[src/hdl/ain_fault_pkg.sv]
package ain_fault_pkg;

    localparam int NUM_CH   = 4;
    localparam int DATA_W   = 16;

    // APB register byte offsets.
    localparam logic [7:0] OFS_GLOBAL   = 8'h00;
    localparam logic [7:0] OFS_CHCFG0   = 8'h04;
    localparam logic [7:0] OFS_MINVAL0  = 8'h14;
    localparam logic [7:0] OFS_FLAGS0   = 8'h24;
    localparam logic [7:0] OFS_CJCTEMP0 = 8'h34;
    localparam logic [7:0] OFS_DATA0    = 8'h44;
    localparam logic [7:0] OFS_MODFLAGS = 8'h54;

    // Global control bits.
    localparam int GBL_ALARM_DIS = 0;
    localparam int GBL_CJC_DIS   = 1;

    // Channel configuration fields.
    localparam int CFG_MODE_LSB  = 0;
    localparam int CFG_UNIT_LSB  = 2;
    localparam int CFG_WIRE_EN   = 5;
    localparam int CFG_ALARM_EN  = 6;

    // Per-channel flag word bit positions.
    localparam int FLG_WIRE_BREAK  = 0;
    localparam int FLG_BAD_QUAL    = 1;
    localparam int FLG_BELOW_MIN   = 2;
    localparam int FLG_OVERHEAT    = 3;
    localparam int FLG_CJ_WIRE     = 4;
    localparam int FLG_CJ_BAD_QUAL = 5;
    localparam int FLG_CJ_BELOW    = 6;
    localparam int FLG_ALARM       = 7;
    localparam int FLG_W           = 8;

    // Reset values.
    localparam logic [31:0] RST_GLOBAL = 32'h0000_0000;
    localparam logic [31:0] RST_CHCFG  = 32'h0000_0020;
    localparam logic [31:0] RST_MINVAL = 32'h0000_8000;

    // Current below this many microamps counts as an open loop.
    localparam int WIRE_CURRENT_UA = 100;

    typedef enum logic [1:0] {
        MODE_CURRENT = 2'h0,
        MODE_VOLTAGE = 2'h1,
        MODE_RTD     = 2'h2,
        MODE_TC      = 2'h3
    } in_mode_t;

    typedef enum logic [2:0] {
        UNIT_CELSIUS    = 3'h0,
        UNIT_KELVIN     = 3'h1,
        UNIT_FAHRENHEIT = 3'h2,
        UNIT_RANKINE    = 3'h3,
        UNIT_CUSTOM     = 3'h4
    } temp_unit_t;

endpackage

[src/hdl/analog_input_fault_status.sv]
// The register addresses and the APB slave port were chosen for this implementation.
`timescale 1ns/1ps
// How it works
// - Open-wire detection keeps working while all alarms are disabled.
// - Global alarm-disable suppresses every alarm on every channel.
// - A broken wire raises its open-wire and channel fault flags, never an alarm.
// - Only the per-channel enable turns open-wire detection off.
// - Each channel holds its own unit: C, K, F, R or custom.
// - Over-temperature sets each channel overheat flag to 1.
// - Thermocouple readings are corrected with the cold-junction value.
// - A configuration bit disables cold-junction correction.
// - Flags are reported together with channel data in every report.
// - Flags are kept per channel; few module-wide flags have no index.
// - Connection-fault flag asserts while the owner link is lost.
// - Channel fault flag asserts when channel data quality is bad.
// - Cold-junction fault flag asserts when its data quality is bad.
// - Voltage mode: full-scale input raises the open-wire flag.
// - Current mode: input under 100 microamps raises the open-wire flag.
// - RTD or thermocouple: disconnected wire raises the open-wire flag.
// - Disconnected cold-junction sensor raises its open-wire flag.
// - Channel data below its minimum raises the underrange flag.
// - Cold-junction reading below channel minimum raises its underrange.
// - Open-wire also sets the channel fault flag.
module analog_input_fault_status #(
    parameter int NUM_CH = ain_fault_pkg::NUM_CH,
    parameter int DATA_W = ain_fault_pkg::DATA_W
) (
    input  wire logic                       pclk,
    input  wire logic                       presetn,
    input  wire logic                       psel,
    input  wire logic                       penable,
    input  wire logic                       pwrite,
    input  wire logic [7:0]                 paddr,
    input  wire logic [31:0]                pwdata,
    output logic      [31:0]                prdata,
    output logic                            pready,
    output logic                            pslverr,
    input  wire logic                       sample_strobe,
    input  wire logic [NUM_CH*DATA_W-1:0]   raw_data,
    input  wire logic [NUM_CH*DATA_W-1:0]   cj_data,
    input  wire logic [NUM_CH-1:0]          raw_full_scale,
    input  wire logic [NUM_CH-1:0]          raw_low_current,
    input  wire logic [NUM_CH-1:0]          raw_wire_open,
    input  wire logic [NUM_CH-1:0]          raw_bad_quality,
    input  wire logic [NUM_CH-1:0]          cj_wire_open,
    input  wire logic [NUM_CH-1:0]          cj_bad_quality,
    input  wire logic [NUM_CH-1:0]          alarm_cond,
    input  wire logic                       over_temp,
    input  wire logic                       owner_link_ok,
    output logic                            report_valid,
    output logic [NUM_CH*DATA_W-1:0]        report_data,
    output logic [NUM_CH*ain_fault_pkg::FLG_W-1:0] report_flags,
    output logic [NUM_CH*3-1:0]             report_units,
    output logic                            owner_link_lost_flag
);

    localparam int FW = ain_fault_pkg::FLG_W;

    ////////////////////////////////////////////////////////////////////////
    // Pin synchronisers for asynchronous field-side status levels.

    localparam int SW = 6 * NUM_CH + 2;

    // The link-good level sits in bit 0 and resets to its idle level, so a
    // reset never shows a false loss of the owner link.
    localparam logic [SW-1:0] SYNC_RST = {{(SW-1){1'b0}}, 1'b1};

    logic [SW-1:0] sync1_ff;
    logic [SW-1:0] sync2_ff;
    logic [SW-1:0] async_in;

    assign async_in = {raw_full_scale, raw_low_current, raw_wire_open,
                       raw_bad_quality, cj_wire_open, cj_bad_quality,
                       over_temp, owner_link_ok};

    always_ff @(posedge pclk or negedge presetn) begin
        if (!presetn) begin
            sync1_ff <= SYNC_RST;
            sync2_ff <= SYNC_RST;
        end else begin
            sync1_ff <= async_in;
            sync2_ff <= sync1_ff;
        end
    end

    logic [NUM_CH-1:0] s_full;
    logic [NUM_CH-1:0] s_lowcur;
    logic [NUM_CH-1:0] s_wire;
    logic [NUM_CH-1:0] s_badq;
    logic [NUM_CH-1:0] s_cjwire;
    logic [NUM_CH-1:0] s_cjbadq;
    logic              s_overtemp;
    logic              s_link_ok;

    assign {s_full, s_lowcur, s_wire, s_badq, s_cjwire, s_cjbadq,
            s_overtemp, s_link_ok} = sync2_ff;

    ////////////////////////////////////////////////////////////////////////
    // Registers.

    logic [31:0] global_ff;
    logic [31:0] chcfg_ff  [NUM_CH];
    logic [31:0] minval_ff [NUM_CH];

    // True when the address selects channel ch of a per-channel block.
    function automatic logic hit_ch(input logic [7:0] a,
                                    input logic [7:0] base,
                                    input int         ch);
        return a == 8'(base + 8'(ch * 4));
    endfunction

    // Only the five defined unit codes can be held; an undefined code that
    // software writes falls back to the custom unit.
    function automatic logic [2:0] legal_unit(input logic [2:0] u);
        unique case (u)
            ain_fault_pkg::UNIT_CELSIUS,
            ain_fault_pkg::UNIT_KELVIN,
            ain_fault_pkg::UNIT_FAHRENHEIT,
            ain_fault_pkg::UNIT_RANKINE,
            ain_fault_pkg::UNIT_CUSTOM: return u;
            default:                    return ain_fault_pkg::UNIT_CUSTOM;
        endcase
    endfunction

    logic wr_en;
    assign wr_en = psel & penable & pwrite;

    // Only the two defined control bits are stored; the rest read as zero.
    always_ff @(posedge pclk or negedge presetn) begin
        if (!presetn) begin
            global_ff <= ain_fault_pkg::RST_GLOBAL;
        end else if (wr_en && paddr == ain_fault_pkg::OFS_GLOBAL) begin
            global_ff <= {30'h0, pwdata[1:0]};
        end
    end

    always_ff @(posedge pclk or negedge presetn) begin
        if (!presetn) begin
            for (int i = 0; i < NUM_CH; i++) begin
                chcfg_ff[i] <= ain_fault_pkg::RST_CHCFG;
            end
        end else begin
            for (int i = 0; i < NUM_CH; i++) begin
                if (wr_en && hit_ch(paddr, ain_fault_pkg::OFS_CHCFG0, i)) begin
                    chcfg_ff[i] <= {25'h0, pwdata[6:5],
                                    legal_unit(pwdata[4:2]),
                                    pwdata[1:0]};
                end
            end
        end
    end

    always_ff @(posedge pclk or negedge presetn) begin
        if (!presetn) begin
            for (int i = 0; i < NUM_CH; i++) begin
                minval_ff[i] <= ain_fault_pkg::RST_MINVAL;
            end
        end else begin
            for (int i = 0; i < NUM_CH; i++) begin
                if (wr_en && hit_ch(paddr, ain_fault_pkg::OFS_MINVAL0, i)) begin
                    minval_ff[i] <= {{(32-DATA_W){1'b0}}, pwdata[DATA_W-1:0]};
                end
            end
        end
    end

    ////////////////////////////////////////////////////////////////////////
    // Flag evaluation, refreshed on each sample strobe.

    logic [NUM_CH*FW-1:0]     nxt_flags;
    logic [NUM_CH*DATA_W-1:0] nxt_data;
    logic [NUM_CH*FW-1:0]     flags_ff;
    logic [NUM_CH*DATA_W-1:0] data_ff;
    logic [NUM_CH*3-1:0]      units_ff;
    logic                     valid_ff;
    logic                     link_lost_ff;

    always_comb begin
        logic [1:0]        mode;
        logic              wire_brk;
        logic signed [DATA_W-1:0] d;
        logic signed [DATA_W-1:0] cj;
        logic signed [DATA_W-1:0] mn;
        mode     = '0;
        wire_brk = 1'b0;
        d        = '0;
        cj       = '0;
        mn       = '0;
        nxt_flags = '0;
        nxt_data  = '0;
        for (int i = 0; i < NUM_CH; i++) begin
            mode = chcfg_ff[i][ain_fault_pkg::CFG_MODE_LSB +: 2];
            d    = raw_data[i*DATA_W +: DATA_W];
            cj   = cj_data[i*DATA_W +: DATA_W];
            mn   = minval_ff[i][DATA_W-1:0];
            // The open-wire cause depends on the input mode of the channel.
            unique case (mode)
                ain_fault_pkg::MODE_VOLTAGE: wire_brk = s_full[i];
                ain_fault_pkg::MODE_CURRENT: wire_brk = s_lowcur[i];
                ain_fault_pkg::MODE_RTD:     wire_brk = s_wire[i];
                ain_fault_pkg::MODE_TC:      wire_brk = s_wire[i];
            endcase
            // Alarm disable is deliberately not in this term.
            wire_brk = wire_brk & chcfg_ff[i][ain_fault_pkg::CFG_WIRE_EN];
            nxt_flags[i*FW + ain_fault_pkg::FLG_WIRE_BREAK] = wire_brk;
            nxt_flags[i*FW + ain_fault_pkg::FLG_BAD_QUAL] =
                s_badq[i] | wire_brk;
            // Both compares are signed; the reset minimum is the most
            // negative code and so never raises an underrange flag.
            nxt_flags[i*FW + ain_fault_pkg::FLG_BELOW_MIN] = d < mn;
            nxt_flags[i*FW + ain_fault_pkg::FLG_OVERHEAT] = s_overtemp;
            nxt_flags[i*FW + ain_fault_pkg::FLG_CJ_WIRE] = s_cjwire[i];
            nxt_flags[i*FW + ain_fault_pkg::FLG_CJ_BAD_QUAL] = s_cjbadq[i];
            nxt_flags[i*FW + ain_fault_pkg::FLG_CJ_BELOW] = cj < mn;
            // A broken wire never feeds the alarm path.
            nxt_flags[i*FW + ain_fault_pkg::FLG_ALARM] = alarm_cond[i]
                & chcfg_ff[i][ain_fault_pkg::CFG_ALARM_EN]
                & ~global_ff[ain_fault_pkg::GBL_ALARM_DIS];
            if (mode == ain_fault_pkg::MODE_TC
                && !global_ff[ain_fault_pkg::GBL_CJC_DIS]) begin
                nxt_data[i*DATA_W +: DATA_W] = DATA_W'(d + cj);
            end else begin
                nxt_data[i*DATA_W +: DATA_W] = d;
            end
        end
    end

    // Each report carries flags with data; flags are levels.
    always_ff @(posedge pclk or negedge presetn) begin
        if (!presetn) begin
            flags_ff <= '0;
        end else if (sample_strobe) begin
            flags_ff <= nxt_flags;
        end
    end

    always_ff @(posedge pclk or negedge presetn) begin
        if (!presetn) begin
            data_ff <= '0;
        end else if (sample_strobe) begin
            data_ff <= nxt_data;
        end
    end

    // Units travel with each report so a listener never pairs new data
    // with a unit code that software changed in between.
    always_ff @(posedge pclk or negedge presetn) begin
        if (!presetn) begin
            units_ff <= '0;
        end else if (sample_strobe) begin
            for (int i = 0; i < NUM_CH; i++) begin
                units_ff[i*3 +: 3] <=
                    chcfg_ff[i][ain_fault_pkg::CFG_UNIT_LSB +: 3];
            end
        end
    end

    // The report pulse comes one cycle after the strobe that took it.
    always_ff @(posedge pclk or negedge presetn) begin
        if (!presetn) begin
            valid_ff <= 1'b0;
        end else begin
            valid_ff <= sample_strobe;
        end
    end

    // Module-wide flag, follows the link at every cycle.
    always_ff @(posedge pclk or negedge presetn) begin
        if (!presetn) begin
            link_lost_ff <= 1'b0;
        end else begin
            link_lost_ff <= ~s_link_ok;
        end
    end

    assign report_valid         = valid_ff;
    assign report_data          = data_ff;
    assign report_flags         = flags_ff;
    assign report_units         = units_ff;
    assign owner_link_lost_flag = link_lost_ff;

    ////////////////////////////////////////////////////////////////////////
    // APB read path; zero wait states.

    logic [31:0] nxt_rdata;
    logic        nxt_err;

    always_comb begin
        nxt_rdata = 32'h0000_0000;
        nxt_err   = 1'b1;
        if (paddr == ain_fault_pkg::OFS_GLOBAL) begin
            nxt_rdata = global_ff;
            nxt_err   = 1'b0;
        end
        if (paddr == ain_fault_pkg::OFS_MODFLAGS) begin
            nxt_rdata = {31'h0, link_lost_ff};
            nxt_err   = 1'b0;
        end
        for (int i = 0; i < NUM_CH; i++) begin
            if (hit_ch(paddr, ain_fault_pkg::OFS_CHCFG0, i)) begin
                nxt_rdata = chcfg_ff[i];
                nxt_err   = 1'b0;
            end
            if (hit_ch(paddr, ain_fault_pkg::OFS_MINVAL0, i)) begin
                nxt_rdata = minval_ff[i];
                nxt_err   = 1'b0;
            end
            if (hit_ch(paddr, ain_fault_pkg::OFS_FLAGS0, i)) begin
                nxt_rdata = {{(32-FW){1'b0}}, flags_ff[i*FW +: FW]};
                nxt_err   = 1'b0;
            end
            // Shown live, not as of the last report.
            if (hit_ch(paddr, ain_fault_pkg::OFS_CJCTEMP0, i)) begin
                nxt_rdata = {{(32-DATA_W){1'b0}}, cj_data[i*DATA_W +: DATA_W]};
                nxt_err   = 1'b0;
            end
            if (hit_ch(paddr, ain_fault_pkg::OFS_DATA0, i)) begin
                nxt_rdata = {{(32-DATA_W){1'b0}}, data_ff[i*DATA_W +: DATA_W]};
                nxt_err   = 1'b0;
            end
        end
    end

    // Read data is registered at the setup edge: the access phase still
    // answers with no wait state, and prdata comes straight from a
    // flip-flop, cleared again as soon as the access ends.
    logic [31:0] rdata_ff;

    always_ff @(posedge pclk or negedge presetn) begin
        if (!presetn) begin
            rdata_ff <= 32'h0000_0000;
        end else if (psel && !penable && !pwrite) begin
            rdata_ff <= nxt_rdata;
        end else begin
            rdata_ff <= 32'h0000_0000;
        end
    end

    assign prdata  = rdata_ff;
    assign pready  = 1'b1;
    assign pslverr = psel & penable & nxt_err;

endmodule

[config.mk]
export PLATFORM = sky130hd
export DESIGN_NAME = analog_input_fault_status
export DESIGN_NICKNAME = d
export VERILOG_FILES = /design/src/hdl/ain_fault_pkg.sv /design/src/hdl/analog_input_fault_status.sv
export SDC_FILE = /design/constraint.sdc
export NUM_CORES = 1
export LEC_CHECK = 0
export ABC_AREA = 1
export ABC_CLOCK_PERIOD_IN_PS = 1700
export BUFFER_PORTS_ARGS = -buffer_cell sky130_fd_sc_hd__clkbuf_2
export CELL_PAD_IN_SITES_DETAIL_PLACEMENT = 0
export CELL_PAD_IN_SITES_GLOBAL_PLACEMENT = 1
export CORE_MARGIN = 3
export CORE_UTILIZATION = 37
export DETAILED_ROUTE_END_ITERATION = 10
export GPL_TIMING_DRIVEN = 0
export PLACE_DENSITY_LB_ADDON = 0.12
export RECOVER_POWER = 100
export SLEW_MARGIN = 20
export SYNTH_ARGS = -nofsm -noshare
export SYNTH_HDL_FRONTEND = slang
export SYNTH_SLANG_ARGS = --single-unit
[constraint.sdc]
create_clock -name pclk -period 1.7 [get_ports pclk]
set_clock_uncertainty 0.2 [all_clocks]
set_input_delay 0.17 -clock pclk [delete_from_list [all_inputs] [get_ports pclk]]
set_output_delay 0.17 -clock pclk [all_outputs]
set_load 0.03 [all_outputs]
; After elaboration in Yosys (flattened, before gate mapping)
; Cells that the tools add are included.
[classes]
addsub = 4
multipliers = 0
div_mod_pow = 0
order_cmp = 8
n_eq_ne = 37
shift = 0
muxes = 54
bitwise = 21
reduce_logical = 29
[ops]
columns = cell, n
row1 = 32-bit 2-to-1 mux, 22
row2 = 16-bit less-than comparator, 8
row3 = 16-bit adder, 4
row4 = 8-bit by 6-bit == test with 1-bit output (second input constant), 8
row5 = 16-bit 2-to-1 mux, 4
row6 = 8-bit by 7-bit == test with 1-bit output (second input constant), 6
row7 = 8-bit by 5-bit == test with 1-bit output (second input constant), 4
row8 = 1-bit 2-to-1 mux, 22
row9 = 2-bit == test (second input constant), 8
row10 = 8-bit by 4-bit == test with 1-bit output (second input constant), 2
row11 = 1-bit bitwise AND, 15
row12 = 1-bit logical AND, 15
row13 = 1-bit case mux with 3 select lines, 4
row14 = 2-bit by 1-bit == test with 1-bit output (second input constant), 4
row15 = 8-bit by 3-bit == test with 1-bit output (second input constant), 1
row16 = 2-bit zero test, 4
row17 = 8-bit zero test, 1
row18 = 2-bit OR reduction, 4
row19 = 3-bit by 2-bit == test with 1-bit output (second input constant), 2
row20 = 5-bit OR reduction, 1
row21 = 1-bit OR, 4
row22 = 3-bit by 1-bit == test with 1-bit output (second input constant), 1
row23 = 3-bit == test (second input constant), 1
row24 = 1-bit zero test, 3
row25 = other kinds (4), 5
[word_totals]
register_bits = 288
latch_bits = 0
ramBits = 0
romBits = 0
input_bits = 204
out_inout_bits = 144
elab_cells = 170
mem_count = 0

; Depth between registers and ports, before layout
[depth]
depth_word = 24
mapped_depth = 21
ltp_nobuf = 21

; Least setup slack after synthesis
; Ideal clock, no wire load.
[synth_path]
path_type = input -> register
from = input raw_data[48]
to = register data_ff[60] (netlist: report_data[60])
arrival_time_ns = 1.779
required_ns = 1.368
slack_ns = -0.411
cell_stages = 21
n_path_buf = 0
path_cell_list = ha_1 inv_1 fa_1 inv_1 a31oi_1 inv_1 nand2_1 nand2_1 nand2_1 nand2_1 nand2_1 nand2_1 nand2_1 inv_1 nor2_1 nor2_1 nor2_1 nand2_1 nand3_1 nand2_1 o21ai_0
[synth_via]
elab_chain_cells = 2
[synth_lines]
columns = item, line
row1 = "start, declared", analog_input_fault_status.sv:39  ; input wire logic [NUM_CH*DATA_W-1:0] raw_data,
row2 = 16-bit adder, analog_input_fault_status.sv:221  ; nxt_data[i*DATA_W +: DATA_W] = DATA_W'(d + cj);
row3 = 16-bit 2-to-1 mux, analog_input_fault_status.sv:219  ; if (mode == ain_fault_pkg::MODE_TC
row4 = "end signal, assigned", analog_input_fault_status.sv:241  ; data_ff <= nxt_data;
row5 = "end, declared", analog_input_fault_status.sv:173  ; logic [NUM_CH*DATA_W-1:0] data_ff;
; Every way passes these cells.
; A chain may end at the register's enable or synchronous reset.

; Final worst setup path
[layout_path]
from = input paddr[1]
to = output pslverr
[layout_via]
elab_chain_cells = 24
word_cells_on_any_way = 45
cone_classes = 21 x eq/ne / 22 x mux / 1 x bitwise / 1 x reduce/logical
[layout_lines]
columns = item, line
row1 = "start, declared", analog_input_fault_status.sv:33  ; input wire logic [7:0] paddr,
row2 = 8-bit zero test, analog_input_fault_status.sv:291  ; if (paddr == ain_fault_pkg::OFS_GLOBAL) begin
row3 = 1-bit 2-to-1 mux, analog_input_fault_status.sv:291
row4 = 1-bit 2-to-1 mux, analog_input_fault_status.sv:295  ; if (paddr == ain_fault_pkg::OFS_MODFLAGS) begin
row5 = 1-bit 2-to-1 mux, analog_input_fault_status.sv:300  ; if (hit_ch(paddr, ain_fault_pkg::OFS_CHCFG0, i)) begin
row6 = 1-bit 2-to-1 mux, analog_input_fault_status.sv:304  ; if (hit_ch(paddr, ain_fault_pkg::OFS_MINVAL0, i)) begin
row7 = 1-bit 2-to-1 mux, analog_input_fault_status.sv:308  ; if (hit_ch(paddr, ain_fault_pkg::OFS_FLAGS0, i)) begin
row8 = 1-bit 2-to-1 mux, analog_input_fault_status.sv:313  ; if (hit_ch(paddr, ain_fault_pkg::OFS_CJCTEMP0, i)) begin
row9 = 1-bit 2-to-1 mux, analog_input_fault_status.sv:317  ; if (hit_ch(paddr, ain_fault_pkg::OFS_DATA0, i)) begin
row10 = [... 8 more ...], -
row11 = 1-bit 2-to-1 mux, analog_input_fault_status.sv:313
row12 = 1-bit 2-to-1 mux, analog_input_fault_status.sv:317
row13 = 1-bit 2-to-1 mux, analog_input_fault_status.sv:300
row14 = 1-bit 2-to-1 mux, analog_input_fault_status.sv:304
row15 = 1-bit 2-to-1 mux, analog_input_fault_status.sv:308
row16 = 1-bit 2-to-1 mux, analog_input_fault_status.sv:313
row17 = 1-bit 2-to-1 mux (*), analog_input_fault_status.sv:317
row18 = 1-bit bitwise AND (*), analog_input_fault_status.sv:341  ; assign pslverr = psel & penable & nxt_err;
row19 = "end, declared", analog_input_fault_status.sv:37  ; output logic pslverr,
; Every way passes the cells marked *; elsewhere a longest branch is shown, timed or not.

==> qor.yml <==
finish:
  finalNonFillerCells: 3612
  nNetsFinal: 3365
  utilization_pct: 56.9
  fill_cells: 4476
  areaGrowthSynthToFinish_pct: 50.0
  layout_commonest_cell: "nand2_1"
  final_cell_mix: "nand2_1 (482), clkbuf_2 (277), inv_1 (247), dfrtp_1 (245), o21ai_0 (170)"
  layout-drive-gt1-share_pct: 34.3
critical_path:
  regToRegEndpoint: "report_flags[26]"
  crit_start: "paddr[1]"
  rr_startpoint: "minval_ff[7]"
  worstPathArrival_ns: 1.77
  path_class: "in -> out"
  cp-start-kind: "primary input"
  cp_common_cell: "nor2_4"
  endpoint: "pslverr"
  crit_fanout: 10
  endpoint_kind: "output pin"
  reg2reg_depth: 11
  slowest_delay_ns: 0.21
  required_ns: 1.33
  crit_chain: "clkbuf_16 -> nor2_4 -> nand3_2 -> inv_1 -> nand2_1 -> inv_4 -> buf_6 -> nor4_4 -> nand4_1 -> nor2_4 -> buf_8"
  r2r_setup_slack_ns: -0.41
  slowest_stage: "inv_1"
timing:
  max-slew-margin-rel_pct: 5.69
  hold_viol_final: 16
  fin_hold_ws_ns: -0.287
  fmax_mhz: 468
  rsz0062_at_grt: "yes"
  fin_crit_ns: 2.14
  finalMaxSlewViolations: 0
  layout_setup_ws_ns: -0.435
  final.period_utilization_pct: 126
  setup_viol: 127
  worstMarginPinSlew_ns: 1.41
placement:
  dp.cells: 3297
  routabilityCongestion: 0.947
  hpwl_mm: 61.6
  io_buffers: 314
floorplanning:
  die_area_mm2: 0.0510
  core_area_mm2: 0.0471
  ios: 348
  fp.dieW_um: 226
  rows: 79
  die_h_um: 226
  initial_core_util_pct: 37.9
clocking:
  clk_latency_ns: 0.60
  clockBufferDepth: 3
  cts_tree: "built"
  cts_sinks: 269
  cts_root_buffer: "clkbuf_16"
  clk_pin_slew_ns: 0.06
  htree_levels: 1
  cts_made_buffers: 31
yosys:
  postSynthAreaPerCell_um2: 7.59
  synth_flop_cell: "dfrtp_1"
  yosysUniqueCellTypes: 43
  ys_seq_elements: 269
  yosysSeqAreaShare_pct: 37.7
  async_reset_ff_share_pct: 100
  yosysWarnings: 0
  synth_area_mm2: 0.0179
  synth_cells: 2357
  synth_edf_count: 0
global_route:
  gr-usage-all-layers_pct: 31.0
  grt_max_degree: 93
  grt_pass1_wl_mm: 118
  overflow: 0
  grt_antenna_before_repair: 4
  grt_pass1_vias: 18689
status:
  status: "finished with violations"
  violations: "negative hold slack, negative setup slack"
detailed_routing:
  drc: 0
  drt_iter0_markers: 1639
  num_vias: 19708
  routed_via_density: 5.46
  ant_nets: 0
  dr.pass1.iters: 6
  routed_wl_mm: 83.3
  wl_per_cell_um: 23.1
power_and_ir_drop:
  ir_drop_mv: 0.771
  p_leak_uw: 0.0128
  power_density_mw_per_mm2: 747
run:
  drv_cap: 0
hold_path:
  hold_path_class: "in -> reg"
[where the power goes]
| group | internal, µW | leakage [µW] | total (µW) | switching (µW) |
|---|---|---|---|---|
| Sequential | 6820 | 0.00328 | 7250 | 428 |
| Clock | 4360 | 0.000539 | 7260 | 2900 |
| Combinational | 2080 | 0.00895 | 5530 | 3450 |
[layer usage]
metal  track usage, %  share of wire [%]  up-vias
met2             49.2                 46      722
met3             5.24                6.6      130
li1                 -                  -     9158
met1             43.9                 45     9696
met5                0              0.024        -
met4             8.28                3.1        2
[final cells by class]
type                       instances  area, µm²  share of cell area, %
timing repair buffer             572       4390                   16.4
clock buffer                      40        830                   3.09
antenna                            3       7.51                 0.0280
inverter                         323       1280                   4.77
tap                              607        759                   2.83
buffer                            82        652                   2.43
clock inverter                    18        262                  0.975
multi-input combinational       1698      11900                   44.3
sequential                       269       6760                   25.2
[cell families after synthesis]
family          synth area share [%]
xor+xnor                        1.71
other cells                   0.0420
simple gates                    19.2
fa+ha+maj                       13.0
buf+inv                         9.02
compound gates                  19.2
flops                           37.7
[worst max-delay path, delay by kind of cell]
family	cells	cell delay, ns
simple gates	6	0.81
buf+inv	5	0.80
[Yosys cell counts (29+ instances only)]
cell      number  area (µm²)
nor3_1        29         145
o21ai_0      259        1300
o211ai_1      30         225
nor2_1       115         432
clkbuf_1      47         176
nand2_1      559        2100
o22ai_1       30         188
inv_1        308        1160
a21oi_1      220        1100
ha_1         180        2250
nand3_1       99         495
dfrtp_1      259        6480
[registers in the layout (all words and copies together), names as in the netlist]
| name | count |
|---|---|
| sync1_ff | 26 |
| report_valid | 1 |
| report_units | 12 |
| chcfg_ff | 28 |
| prdata | 16 |
| report_data | 64 |
| report_flags | 29 |
| global_ff | 2 |
| minval_ff | 64 |
| owner_link_lost_flag | 1 |
| sync2_ff | 26 |
[per-stage QoR]
step           area (µm²)  setup slack [ns]   TNS, ns  total power [µW]
2_1_floorplan       18600            -0.365     -3.65              9780
3_3_place_gp        20900             -5.66  -1614.13             11600
3_5_place_dp        21000             -1.17   -114.64             11700
4_1_cts             25200            -0.357    -49.63             19600
5_1_grt             26800            -0.534    -27.56             20800
6_report            26800            -0.435    -17.06             20000
[worst min-delay path by stage]
| stage | to | start | depth (start not counted) |
|---|---|---|---|
| 2_1_floorplan | chcfg_ff[0] | presetn | 0 |
| 3_3_place_gp | sync1_ff[0] | owner_link_ok | 1 |
| 3_5_place_dp | report_data[30] | presetn | 1 |
| 4_1_cts | report_data[32] | raw_data[32] | 3 |
| 5_1_grt | report_data[32] | raw_data[32] | 3 |
| 6_report | report_data[32] | raw_data[32] | 3 |
[timing repair]
| action | CTS | global route |
|---|---|---|
| pin swaps | 110 | 185 |
| hold buffers | 138 | 7 |
| setup endpoints to repair | 114 | 334 |
| buffers inserted | 53 | 50 |
| gates resized for setup | 359 | 367 |
| endpoints found under the hold margin | 282 | 42 |
| cloned | 5 | 7 |
Note: power is estimated with default switching activity, not from simulation.
